--- src/srf_defines.svh ---
`ifndef SRF_DEFINES_SVH
`define SRF_DEFINES_SVH
`define SRF_OFF_CTRL      5'h00
`define SRF_OFF_TARGET    5'h04
`define SRF_OFF_RATE      5'h08
`define SRF_OFF_WSP       5'h0C
`define SRF_OFF_STAT      5'h10
`define SRF_OFF_TAPS      5'h14
`define SRF_ADDR_SYS      8'h40
`define SRF_ADDR_IRQ_STAT 8'h44
`define SRF_ADDR_IRQ_MASK 8'h48
`define SRF_CTRL_ON_BIT   4
`define SRF_TAPS_RESET    5'h07
`define SRF_TAPS_MIN      5'h01
`define SRF_TAPS_MAX      5'h19
`define SRF_CLK_HZ        100000000
`define SRF_MAINS_HI_HZ   60
`define SRF_MAINS_LO_HZ   50
`define SRF_UPDATE_MS     100
`define SRF_UPD_PER_MIN   (60000 / `SRF_UPDATE_MS)
`define SRF_RESP_OKAY     2'h0
`define SRF_RESP_SLVERR   2'h2
`endif

--- src/srf_pkg.sv ---
package srf_pkg;
  typedef enum logic [1:0] {
    mode_pid             = 2'h0,
    mode_table           = 2'h1,
    ramp_then_pid_mode   = 2'h2,
    ramp_then_table_mode = 2'h3
  } srf_mode_e;
  typedef enum logic [2:0] {
    st_off  = 3'h1,
    st_reg  = 3'h2,
    st_ramp = 3'h4
  } srf_state_e;
endpackage

--- src/srf_ramp_filter.sv ---
// What this block does
// - In a ramping mode a new setpoint write starts a ramp unless it lands in the cycle a ramp ends.
// - When the working setpoint reaches the target the ramp ends and regulation continues there.
// - The ramp rate is in input units per minute.
// - Ramp-then-PID follows with PID gains, ramp-then-table with table gains.
// - Each loop keeps its own rate and ramp state.
// - Changing into a ramping mode keeps control running with no step in the setpoint.
// - After a ramp, writing a different setpoint starts a fresh ramp.
// - A ramp-active flag per loop is output and readable.
// - During a ramp the setpoint fed to the PID loop moves toward the target.
// - Switching control on starts regulation at the present setpoint without ramping.
// - The enabled filter subtracts the periodic signature before the PID loop.
// - The filter synchronises to a 60 or 50 Hz mains setting.
// - Tap counts 1 to 25 are accepted and 1 bypasses the filter.
// - The tap count resets to 7.
`timescale 1ns/1ps
`include "srf_defines.svh"
module srf_ramp_filter #(
  parameter int unsigned MAINS_HI_CYCLES = `SRF_CLK_HZ / `SRF_MAINS_HI_HZ,
  parameter int unsigned MAINS_LO_CYCLES = `SRF_CLK_HZ / `SRF_MAINS_LO_HZ,
  parameter int unsigned UPDATE_CYCLES   = `SRF_CLK_HZ / 1000 * `SRF_UPDATE_MS
) (
  input  wire logic                   aclk,
  input  wire logic                   aresetn,
  input  wire logic                   ce,
  input  wire logic [7:0]             awaddr,
  input  wire logic                   awvalid,
  output logic                        awready,
  input  wire logic [31:0]            wdata,
  input  wire logic [3:0]             wstrb,
  input  wire logic                   wvalid,
  output logic                        wready,
  output logic [1:0]                  bresp,
  output logic                        bvalid,
  input  wire logic                   bready,
  input  wire logic [7:0]             araddr,
  input  wire logic                   arvalid,
  output logic                        arready,
  output logic [31:0]                 rdata,
  output logic [1:0]                  rresp,
  output logic                        rvalid,
  input  wire logic                   rready,
  input  wire logic [1:0][15:0]       sample_in,
  input  wire logic [1:0]             sample_in_valid,
  output logic      [1:0][15:0]       sample_out,
  output logic      [1:0]             sample_out_valid,
  output logic      [1:0][15:0]       pid_setpoint,
  output logic      [1:0]             ramp_active_flag,
  output logic      [1:0]             gain_table_select,
  output logic                        irq
);
  srf_pkg::srf_mode_e       mode [2], next_mode [2];
  srf_pkg::srf_state_e      st [2], next_st [2];
  logic [1:0]               on, next_on, tsel, next_tsel;
  logic [15:0]              target [2], next_target [2], rate [2], next_rate [2];
  logic [15:0]              wsp [2], next_wsp [2], base [2], next_base [2];
  logic signed [15:0]       est [2][25], next_est [2][25];
  logic [4:0]               taps [2], next_taps [2], bin [2], next_bin [2];
  logic [1:0][15:0]         next_sout;
  logic [1:0]               next_soutv;
  logic                     mains_sel, next_mains_sel, next_irq;
  logic [3:0]               istat, next_istat, imask, next_imask;
  logic [23:0]              upd_cnt, next_upd_cnt, mains_cnt, next_mains_cnt;
  logic                     next_awready, next_arready, next_bvalid, next_rvalid;
  logic [1:0]               next_bresp, next_rresp;
  logic [31:0]              next_rdata;
  logic                     wr_fire, rd_fire, upd_tick, mains_tick;
  logic [23:0]              mains_last;

  function automatic logic mapped(input logic [7:0] a);
    mapped = (a[7:6] == 2'h0 && a[1:0] == 2'h0 && a[4:0] <= `SRF_OFF_TAPS)
          || a == `SRF_ADDR_SYS || a == `SRF_ADDR_IRQ_STAT || a == `SRF_ADDR_IRQ_MASK;
  endfunction

  function automatic logic is_ramp(input srf_pkg::srf_mode_e m);
    is_ramp = (m == srf_pkg::ramp_then_pid_mode) || (m == srf_pkg::ramp_then_table_mode);
  endfunction

  assign wr_fire    = awready && awvalid && wvalid;
  assign rd_fire    = arready && arvalid;
  assign upd_tick   = (upd_cnt == 24'(UPDATE_CYCLES - 1));
  assign mains_last = mains_sel ? 24'(MAINS_LO_CYCLES - 1) : 24'(MAINS_HI_CYCLES - 1);
  assign mains_tick = (mains_cnt == mains_last);
  assign ramp_active_flag[0] = st[0][2];
  assign ramp_active_flag[1] = st[1][2];
  assign gain_table_select   = tsel;

  always_comb
  begin
    logic              l;
    logic [4:0]        o;
    logic [15:0]       step, d;
    logic signed [16:0] diff;
    logic signed [17:0] resid;
    logic signed [15:0] e;
    l = awaddr[5];
    o = awaddr[4:0];
    step = 16'h0000;
    d = 16'h0000;
    diff = 17'sh0_0000;
    resid = 18'sh0_0000;
    e = 16'sh0000;
    next_mode = mode;
    next_st = st;
    next_on = on;
    next_tsel = tsel;
    next_target = target;
    next_rate = rate;
    next_wsp = wsp;
    next_base = base;
    next_est = est;
    next_taps = taps;
    next_bin = bin;
    next_sout = sample_out;
    next_soutv = 2'h0;
    next_mains_sel = mains_sel;
    next_istat = istat;
    next_imask = imask;
    next_upd_cnt = upd_tick ? 24'h00_0000 : upd_cnt + 24'h00_0001;
    next_mains_cnt = mains_tick ? 24'h00_0000 : mains_cnt + 24'h00_0001;
    next_awready = awvalid && wvalid && !awready && !bvalid;
    next_arready = arvalid && !arready && !rvalid;
    next_bvalid = bvalid && !bready;
    next_bresp = bresp;
    next_rvalid = rvalid && !rready;
    next_rresp = rresp;
    next_rdata = rdata;
    if (mains_cnt > mains_last)
    begin
      next_mains_cnt = 24'h00_0000;
    end
    if (wr_fire)
    begin
      next_bvalid = 1'b1;
      next_bresp = mapped(awaddr) ? `SRF_RESP_OKAY : `SRF_RESP_SLVERR;
      if (wstrb != 4'h0)
      begin
        if (awaddr == `SRF_ADDR_SYS)
        begin
          next_mains_sel = wdata[0];
        end
        if (awaddr == `SRF_ADDR_IRQ_MASK)
        begin
          next_imask = wdata[3:0];
        end
        if (awaddr == `SRF_ADDR_IRQ_STAT)
        begin
          next_istat = istat & ~wdata[3:0];
        end
        if (awaddr[7:6] == 2'h0)
        begin
          unique case (o)
            `SRF_OFF_CTRL:
            begin
              next_mode[l] = srf_pkg::srf_mode_e'(wdata[1:0]);
              next_on[l] = wdata[`SRF_CTRL_ON_BIT];
            end
            `SRF_OFF_TARGET: next_target[l] = wdata[15:0];
            `SRF_OFF_RATE:   next_rate[l] = wdata[15:0];
            `SRF_OFF_TAPS:
            begin
              if (wdata[4:0] >= `SRF_TAPS_MIN && wdata[4:0] <= `SRF_TAPS_MAX && wdata[31:5] == 27'h0)
              begin
                next_taps[l] = wdata[4:0];
              end
            end
            default: ;
          endcase
        end
      end
    end
    for (int i = 0; i < 2; i++)
    begin
      next_tsel[i] = (next_mode[i] == srf_pkg::mode_table) || (next_mode[i] == srf_pkg::ramp_then_table_mode);
      // units per minute scaled to one update
      step = 16'(rate[i] / `SRF_UPD_PER_MIN);
      if (step == 16'h0000)
      begin
        step = 16'h0001;
      end
      unique case (st[i])
        srf_pkg::st_off:
        begin
          if (next_on[i])
          begin
            next_wsp[i] = next_target[i];
            next_st[i] = srf_pkg::st_reg;
          end
        end
        srf_pkg::st_reg:
        begin
          if (!next_on[i])
          begin
            next_st[i] = srf_pkg::st_off;
          end
          // new target starts a ramp; mode change alone leaves wsp
          else if (next_target[i] != target[i] && next_target[i] != wsp[i] && is_ramp(next_mode[i]))
          begin
            next_st[i] = srf_pkg::st_ramp;
            next_istat[i] = 1'b1;
          end
          else if (!is_ramp(next_mode[i]))
          begin
            next_wsp[i] = next_target[i];
          end
        end
        srf_pkg::st_ramp:
        begin
          d = (target[i] > wsp[i]) ? target[i] - wsp[i] : wsp[i] - target[i];
          if (!next_on[i])
          begin
            next_st[i] = srf_pkg::st_off;
          end
          else if (!is_ramp(next_mode[i]))
          begin
            next_wsp[i] = next_target[i];
            next_st[i] = srf_pkg::st_reg;
          end
          else if (upd_tick)
          begin
            if (d <= step)
            begin
              next_wsp[i] = target[i];
              next_st[i] = srf_pkg::st_reg;
              next_istat[i + 2] = 1'b1;
            end
            else
            begin
              next_wsp[i] = (target[i] > wsp[i]) ? wsp[i] + step : wsp[i] - step;
            end
          end
        end
      endcase
      // bin advances once per mains cycle
      if (mains_tick)
      begin
        next_bin[i] = (bin[i] + 5'h01 >= taps[i]) ? 5'h00 : bin[i] + 5'h01;
      end
      if (sample_in_valid[i])
      begin
        e = est[i][bin[i]];
        diff = $signed({sample_in[i][15], sample_in[i]}) - $signed({base[i][15], base[i]});
        resid = 18'(diff) - 18'(e);
        next_est[i][bin[i]] = e + 16'(resid >>> 3);
        next_base[i] = base[i] + 16'(diff >>> 6);
        next_soutv[i] = 1'b1;
        next_sout[i] = (taps[i] == `SRF_TAPS_MIN) ? sample_in[i] : sample_in[i] - e;
      end
    end
    if (rd_fire)
    begin
      next_rvalid = 1'b1;
      next_rresp = mapped(araddr) ? `SRF_RESP_OKAY : `SRF_RESP_SLVERR;
      next_rdata = 32'h0000_0000;
      if (araddr == `SRF_ADDR_SYS)
        next_rdata = 32'(mains_sel);
      else if (araddr == `SRF_ADDR_IRQ_STAT)
        next_rdata = 32'(istat);
      else if (araddr == `SRF_ADDR_IRQ_MASK)
        next_rdata = 32'(imask);
      else if (araddr[7:6] == 2'h0)
      begin
        unique case (araddr[4:0])
          `SRF_OFF_CTRL:   next_rdata = 32'({on[araddr[5]], 2'h0, mode[araddr[5]]});
          `SRF_OFF_TARGET: next_rdata = 32'(target[araddr[5]]);
          `SRF_OFF_RATE:   next_rdata = 32'(rate[araddr[5]]);
          `SRF_OFF_WSP:    next_rdata = 32'(wsp[araddr[5]]);
          `SRF_OFF_STAT:   next_rdata = 32'({on[araddr[5]], tsel[araddr[5]], st[araddr[5]][2]});
          `SRF_OFF_TAPS:   next_rdata = 32'(taps[araddr[5]]);
          default:         next_rdata = 32'h0000_0000;
        endcase
      end
    end
    next_irq = |(next_istat & next_imask);
  end

  always_ff @(posedge aclk)
  begin
    if (!aresetn)
    begin
      mode <= '{srf_pkg::mode_pid, srf_pkg::mode_pid};
      st <= '{srf_pkg::st_off, srf_pkg::st_off};
      on <= 2'h0;
      tsel <= 2'h0;
      target <= '{16'h0000, 16'h0000};
      rate <= '{16'h0000, 16'h0000};
      wsp <= '{16'h0000, 16'h0000};
      base <= '{16'h0000, 16'h0000};
      est <= '{default: 16'sh0000};
      taps <= '{`SRF_TAPS_RESET, `SRF_TAPS_RESET};
      bin <= '{5'h00, 5'h00};
      sample_out <= '0;
      sample_out_valid <= 2'h0;
      mains_sel <= 1'b0;
      istat <= 4'h0;
      imask <= 4'h0;
      irq <= 1'b0;
      upd_cnt <= 24'h00_0000;
      mains_cnt <= 24'h00_0000;
      awready <= 1'b0;
      wready <= 1'b0;
      arready <= 1'b0;
      bvalid <= 1'b0;
      rvalid <= 1'b0;
      bresp <= 2'h0;
      rresp <= 2'h0;
      rdata <= 32'h0000_0000;
    end
    else if (ce)
    begin
      mode <= next_mode;
      st <= next_st;
      on <= next_on;
      tsel <= next_tsel;
      target <= next_target;
      rate <= next_rate;
      wsp <= next_wsp;
      base <= next_base;
      est <= next_est;
      taps <= next_taps;
      bin <= next_bin;
      sample_out <= next_sout;
      sample_out_valid <= next_soutv;
      mains_sel <= next_mains_sel;
      istat <= next_istat;
      imask <= next_imask;
      irq <= next_irq;
      upd_cnt <= next_upd_cnt;
      mains_cnt <= next_mains_cnt;
      awready <= next_awready;
      wready <= next_awready;
      arready <= next_arready;
      bvalid <= next_bvalid;
      rvalid <= next_rvalid;
      bresp <= next_bresp;
      rresp <= next_rresp;
      rdata <= next_rdata;
    end
  end
  assign pid_setpoint[0] = wsp[0];
  assign pid_setpoint[1] = wsp[1];
endmodule

--- config.mk ---
export PLATFORM = sky130hd
export DESIGN_NAME = srf_ramp_filter
export DESIGN_NICKNAME = d
export VERILOG_FILES = /design/src/srf_pkg.sv /design/src/srf_ramp_filter.sv
export VERILOG_INCLUDE_DIRS = /design/src
export SDC_FILE = /design/constraint.sdc
export NUM_CORES = 2
export LEC_CHECK = 0
export BUFFER_PORTS_ARGS = -buffer_cell sky130_fd_sc_hd__buf_4
export CORE_MARGIN = 5
export CORE_UTILIZATION = 60
export CTS_BUF_LIST = sky130_fd_sc_hd__clkbuf_16
export DETAILED_ROUTE_END_ITERATION = 12
export HOLD_SLACK_MARGIN = 0.03
export PLACE_DENSITY = 0.76
export SETUP_SLACK_MARGIN = 0.02
export SLEW_MARGIN = 20
export SYNTH_ARGS = -nofsm -noshare
export SYNTH_HDL_FRONTEND = slang
export SYNTH_SLANG_ARGS = --single-unit
export TNS_END_PERCENT = 10
--- constraint.sdc ---
create_clock -name aclk -period 16.3 [get_ports aclk]
set_input_delay 0.815 -clock aclk [delete_from_list [all_inputs] [get_ports aclk]]
set_output_delay 0.815 -clock aclk [all_outputs]
set_load 0.05 [all_outputs]
==> metrics.md <==
| Metric | Value |
|---|---|
| Post-route cell area | between 70,000 and 80,000 µm² |
| EDFF count, synth | 0 |
| Leak | 28.3 nW |
| Power per cell area | between 100 and 150 nW/µm² |
| Endpoints failing hold | 0 |
| Hold path startpoint | awvalid |
| CP max stage delay | 0.65 ns |
| Maximum clock frequency | 82.1 MHz |
| WS Path Type | reg -> reg |
| Fillers | 9,020 |
| Syn_area_per_cell | 8.07 µm² |
| Routability cong. | about 0.96 |
| Reg-to-reg slack, setup | 4.12 ns |
| Skew-Pair Late Insertion Delay | 0.71 ns |
| Die extent in y | 339 µm |
| DRC | 0 |
| Psw | 0.00403 W |
| CTS Hold Bufs | 0 |
| First-pass GRT wire length | 304,000 µm |
| Synth-to-Final Area Change | 8.45% |
| Final period util | 0.747 |
| Synth area leader | dfxtp_1 |
| Met2 wire length | 89,600 µm |
| WL met1 | roughly 80,000 µm |
| Slew @ Worst Pin | 1.22 ns |
| Clock skew | 0.0285 ns |
| H-tree depth | 3 |
| WL met3 | about 15,000 µm |
| Clk slew on worst S/H paths | 0.06 ns |
| Worst reg2reg path depth | 49 |
| Initial antenna violation count | 5 |
| Hold Path End | wready$_SDFFE_PN0P_ |
| Wire per inst | 20.6 µm |
| Synth top area share | 0.330 |
| Worst Hold Depth | 3 |
| Unrepaired setup endpoints after global routing | no |
| Sequential fraction of design power | 0.297 |
| CTS max path bufs | 3 |
| Worst path top cell family by delay | compound AO/OA/AOI/OAI gates |
| Max Used Layer | met5 |
| Distinct cells, synth | 117 |
| Port Buffers | ~190 |
| Multi-input logic area | slightly above 40,000 µm² |
| Clock power frac | 0.272 |
| Part of the Yosys area used for sequential elements | 0.330 |
| Largest net degree at the start of global routing | about 270 |
| Final core utilization | 0.658 |
| R2R Path End | pid_setpoint[15]$_SDFFE_PN0P_ |
| Min cycle time layout | between 10 and 15 ns |
| Status | finished, final reports clean |
| Post-CTS Setup Inserts | 0 |
| Die Width | ~340 µm |
| Total number of vias | 58,400 |
| Largest register FFs | 800 |
| Layout cells sized above 1 | 0.101 |
| Cell mode on critical path | o21ai_0 |
| Synthesis-stage register bit count | 1,074 |
| Sw Ratio | 0.439 |
| Max Transition Viols Final | 0 |
| Dpl cells | 9,181 |
| Max-Slew Margin vs Limit | 0.184 |
| Die area | 115,000 µm² |
| # resized after CTS | 0 |
| Max Cap Viol | 0 |
| RR Startpoint | rate[29]$_SDFFE_PN0P_ |
| Drt first-iter violations | 5,608 |
| DR vias/cell | 6.22 |
| Hold Crit Class | in -> reg |
| Syn Std Cell Area | 65,100 µm² |
| Total track usage | 0.320 |
| Dpl hpwl | 133,000 µm |
| Commonest cells after routing, fill and taps aside | dfxtp_1, nand2_1, nor2_1 |
| Clock Sinks | 1,074 |
| Critical path endpoint category | flop |
| Slowest CP cell | a21o_1 |
| WL final | a little under 200,000 µm |
| CP required | approximately 17 ns |
| Post-Synthesis Cells | roughly 8,000 |
| Fin cells | 9,393 |
| Cell internal pwr | between 0.005 and 0.006 W |
| Placed Instance Area | roughly 67,000 µm² |
| Peak VDD IR | 0.236 mV |
| Core area | ~110,000 µm² |
| # rows | 120 |
| Vias in the first global route | 55,600 |
| Most used DFF post-synth | dfxtp_1 |
| Final nets | 8,298 |
| Detail Route Antenna Nets | 0 |
| Ys async rst share | 0 |
| CTS tree | yes |
| Commonest non-fill, non-tap cell in the layout | dfxtp_1 |
| CP bufs+invs | 4 |
| CP Max Fanout | 29 |
| # IOs | 206 |
| CP startpoint kind | flop |
| Combinational power share | 0.431 |
| Critical path arrival | between 10 and 15 ns |
| Total power | 0.00918 W |
| Clock Tree Root | clkbuf_16 |
| 1st-pass router iterations | 6 |
| Yosys Warn Count | 0 |
| Largest Register | est |
| Synth top area cells | dfxtp_1, mux4_2, nand2_1, ha_1, o21ai_0 |
| FF/Latch Area | 21,500 µm² |
| TritonCTS Buffers | 111 |
| Setup TNS Final | 0 ns |
| Starting density of the core | 0.606 |
| Final Setup Violations | 0 |
| Total grt overflow | 0 |
worst register-to-register path, delay by kind of cell, from the launching register on:
kind | cells | cell delay, ns
muxes | 3 | 0.61
adders and majority gates | 3 | 0.91
and+or+nand+nor | 11 | 2.19
buffers and inverters | 4 | 0.66
DFF | 1 | 0.63
AOI/OAI and AO/OA | 26 | 6.73
xor gates and xnor gates | 2 | 0.34
layer usage:
layer | vias to the layer above | global-route usage
met5 | - | 0
met4 | 4 | 0.141
met3 | 559 | 0.0454
met2 | 2372 | 0.531
met1 | 27700 | 0.419
li1 | 27700 | -
how the worst max path moves through the flow:
| stage | from | end | slack, ns | cells past startpoint |
|---|---|---|---|---|
| after floorplan | rate[27]$_SDFFE_PN0P_ | pid_setpoint[15]$_SDFFE_PN0P_ | 6.74 | 50 |
| after global placement | rate[29]$_SDFFE_PN0P_ | pid_setpoint[15]$_SDFFE_PN0P_ | 4.50 | 49 |
| after detailed placement | rate[29]$_SDFFE_PN0P_ | pid_setpoint[15]$_SDFFE_PN0P_ | 4.30 | 49 |
| after CTS | rate[29]$_SDFFE_PN0P_ | pid_setpoint[15]$_SDFFE_PN0P_ | 4.27 | 49 |
| after global routing | rate[29]$_SDFFE_PN0P_ | pid_setpoint[15]$_SDFFE_PN0P_ | 2.94 | 49 |
| final | rate[29]$_SDFFE_PN0P_ | pid_setpoint[15]$_SDFFE_PN0P_ | 4.12 | 49 |
cells in the mapped netlist (all sizes together), types with 69 or more instances:
cell type  count
inv          295
and2         443
nor2b         79
clkbuf       479
xor2          84
mux4         194
dfxtp       1074
ha           297
o21ai        689
buf          106
xnor2        217
nand2       1048
nand3        106
mux2i        202
a21o          86
a21oi        648
o21bai        69
a21boi        93
a211oi        80
nor2         891
nor3          98
per-stage QoR:
stage                     hold WS [ns]  setup slack, ns
after floorplan                  0.433             6.74
after global placement           0.439             4.50
after detailed placement         0.446             4.30
after CTS                        0.377             4.27
after global routing             0.413             2.94
final                            0.418             4.12
logic make-up after synthesis:
kind of cell             share of synthesized area
AND/OR/NAND/NOR                              0.210
AO/OA/AOI/OAI                                0.200
flip-flops                                   0.330
buffers and inverters                       0.0534
multiplexers                                 0.103
adder cells (fa/ha/maj)                     0.0620
XOR/XNOR                                    0.0410
other                                    0.0000576
final cells by class:
type,count,area share
Tap cell,1403,0.0249
Inverter,295,0.0158
Antenna cell,2,0.0000709
Timing Repair Buffer,279,0.0305
Clock inverter,96,0.0105
Multi-Input combinational cell,6132,0.574
Sequential cell,1074,0.305
Clock buffer,112,0.0397
power by group through the flow:
| stage | combinational, W | clock, W | sequential [W] |
|---|---|---|---|
| floorplan | 0.00241 | 0 | 0.00280 |
| global placement | 0.00373 | 0 | 0.00278 |
| detailed placement | 0.00384 | 0 | 0.00278 |
| CTS | 0.00386 | 0.00252 | 0.00272 |
| global route | 0.00425 | 0.00264 | 0.00273 |
| finish | 0.00396 | 0.00250 | 0.00272 |
Note: power is estimated with default switching activity, not from simulation.
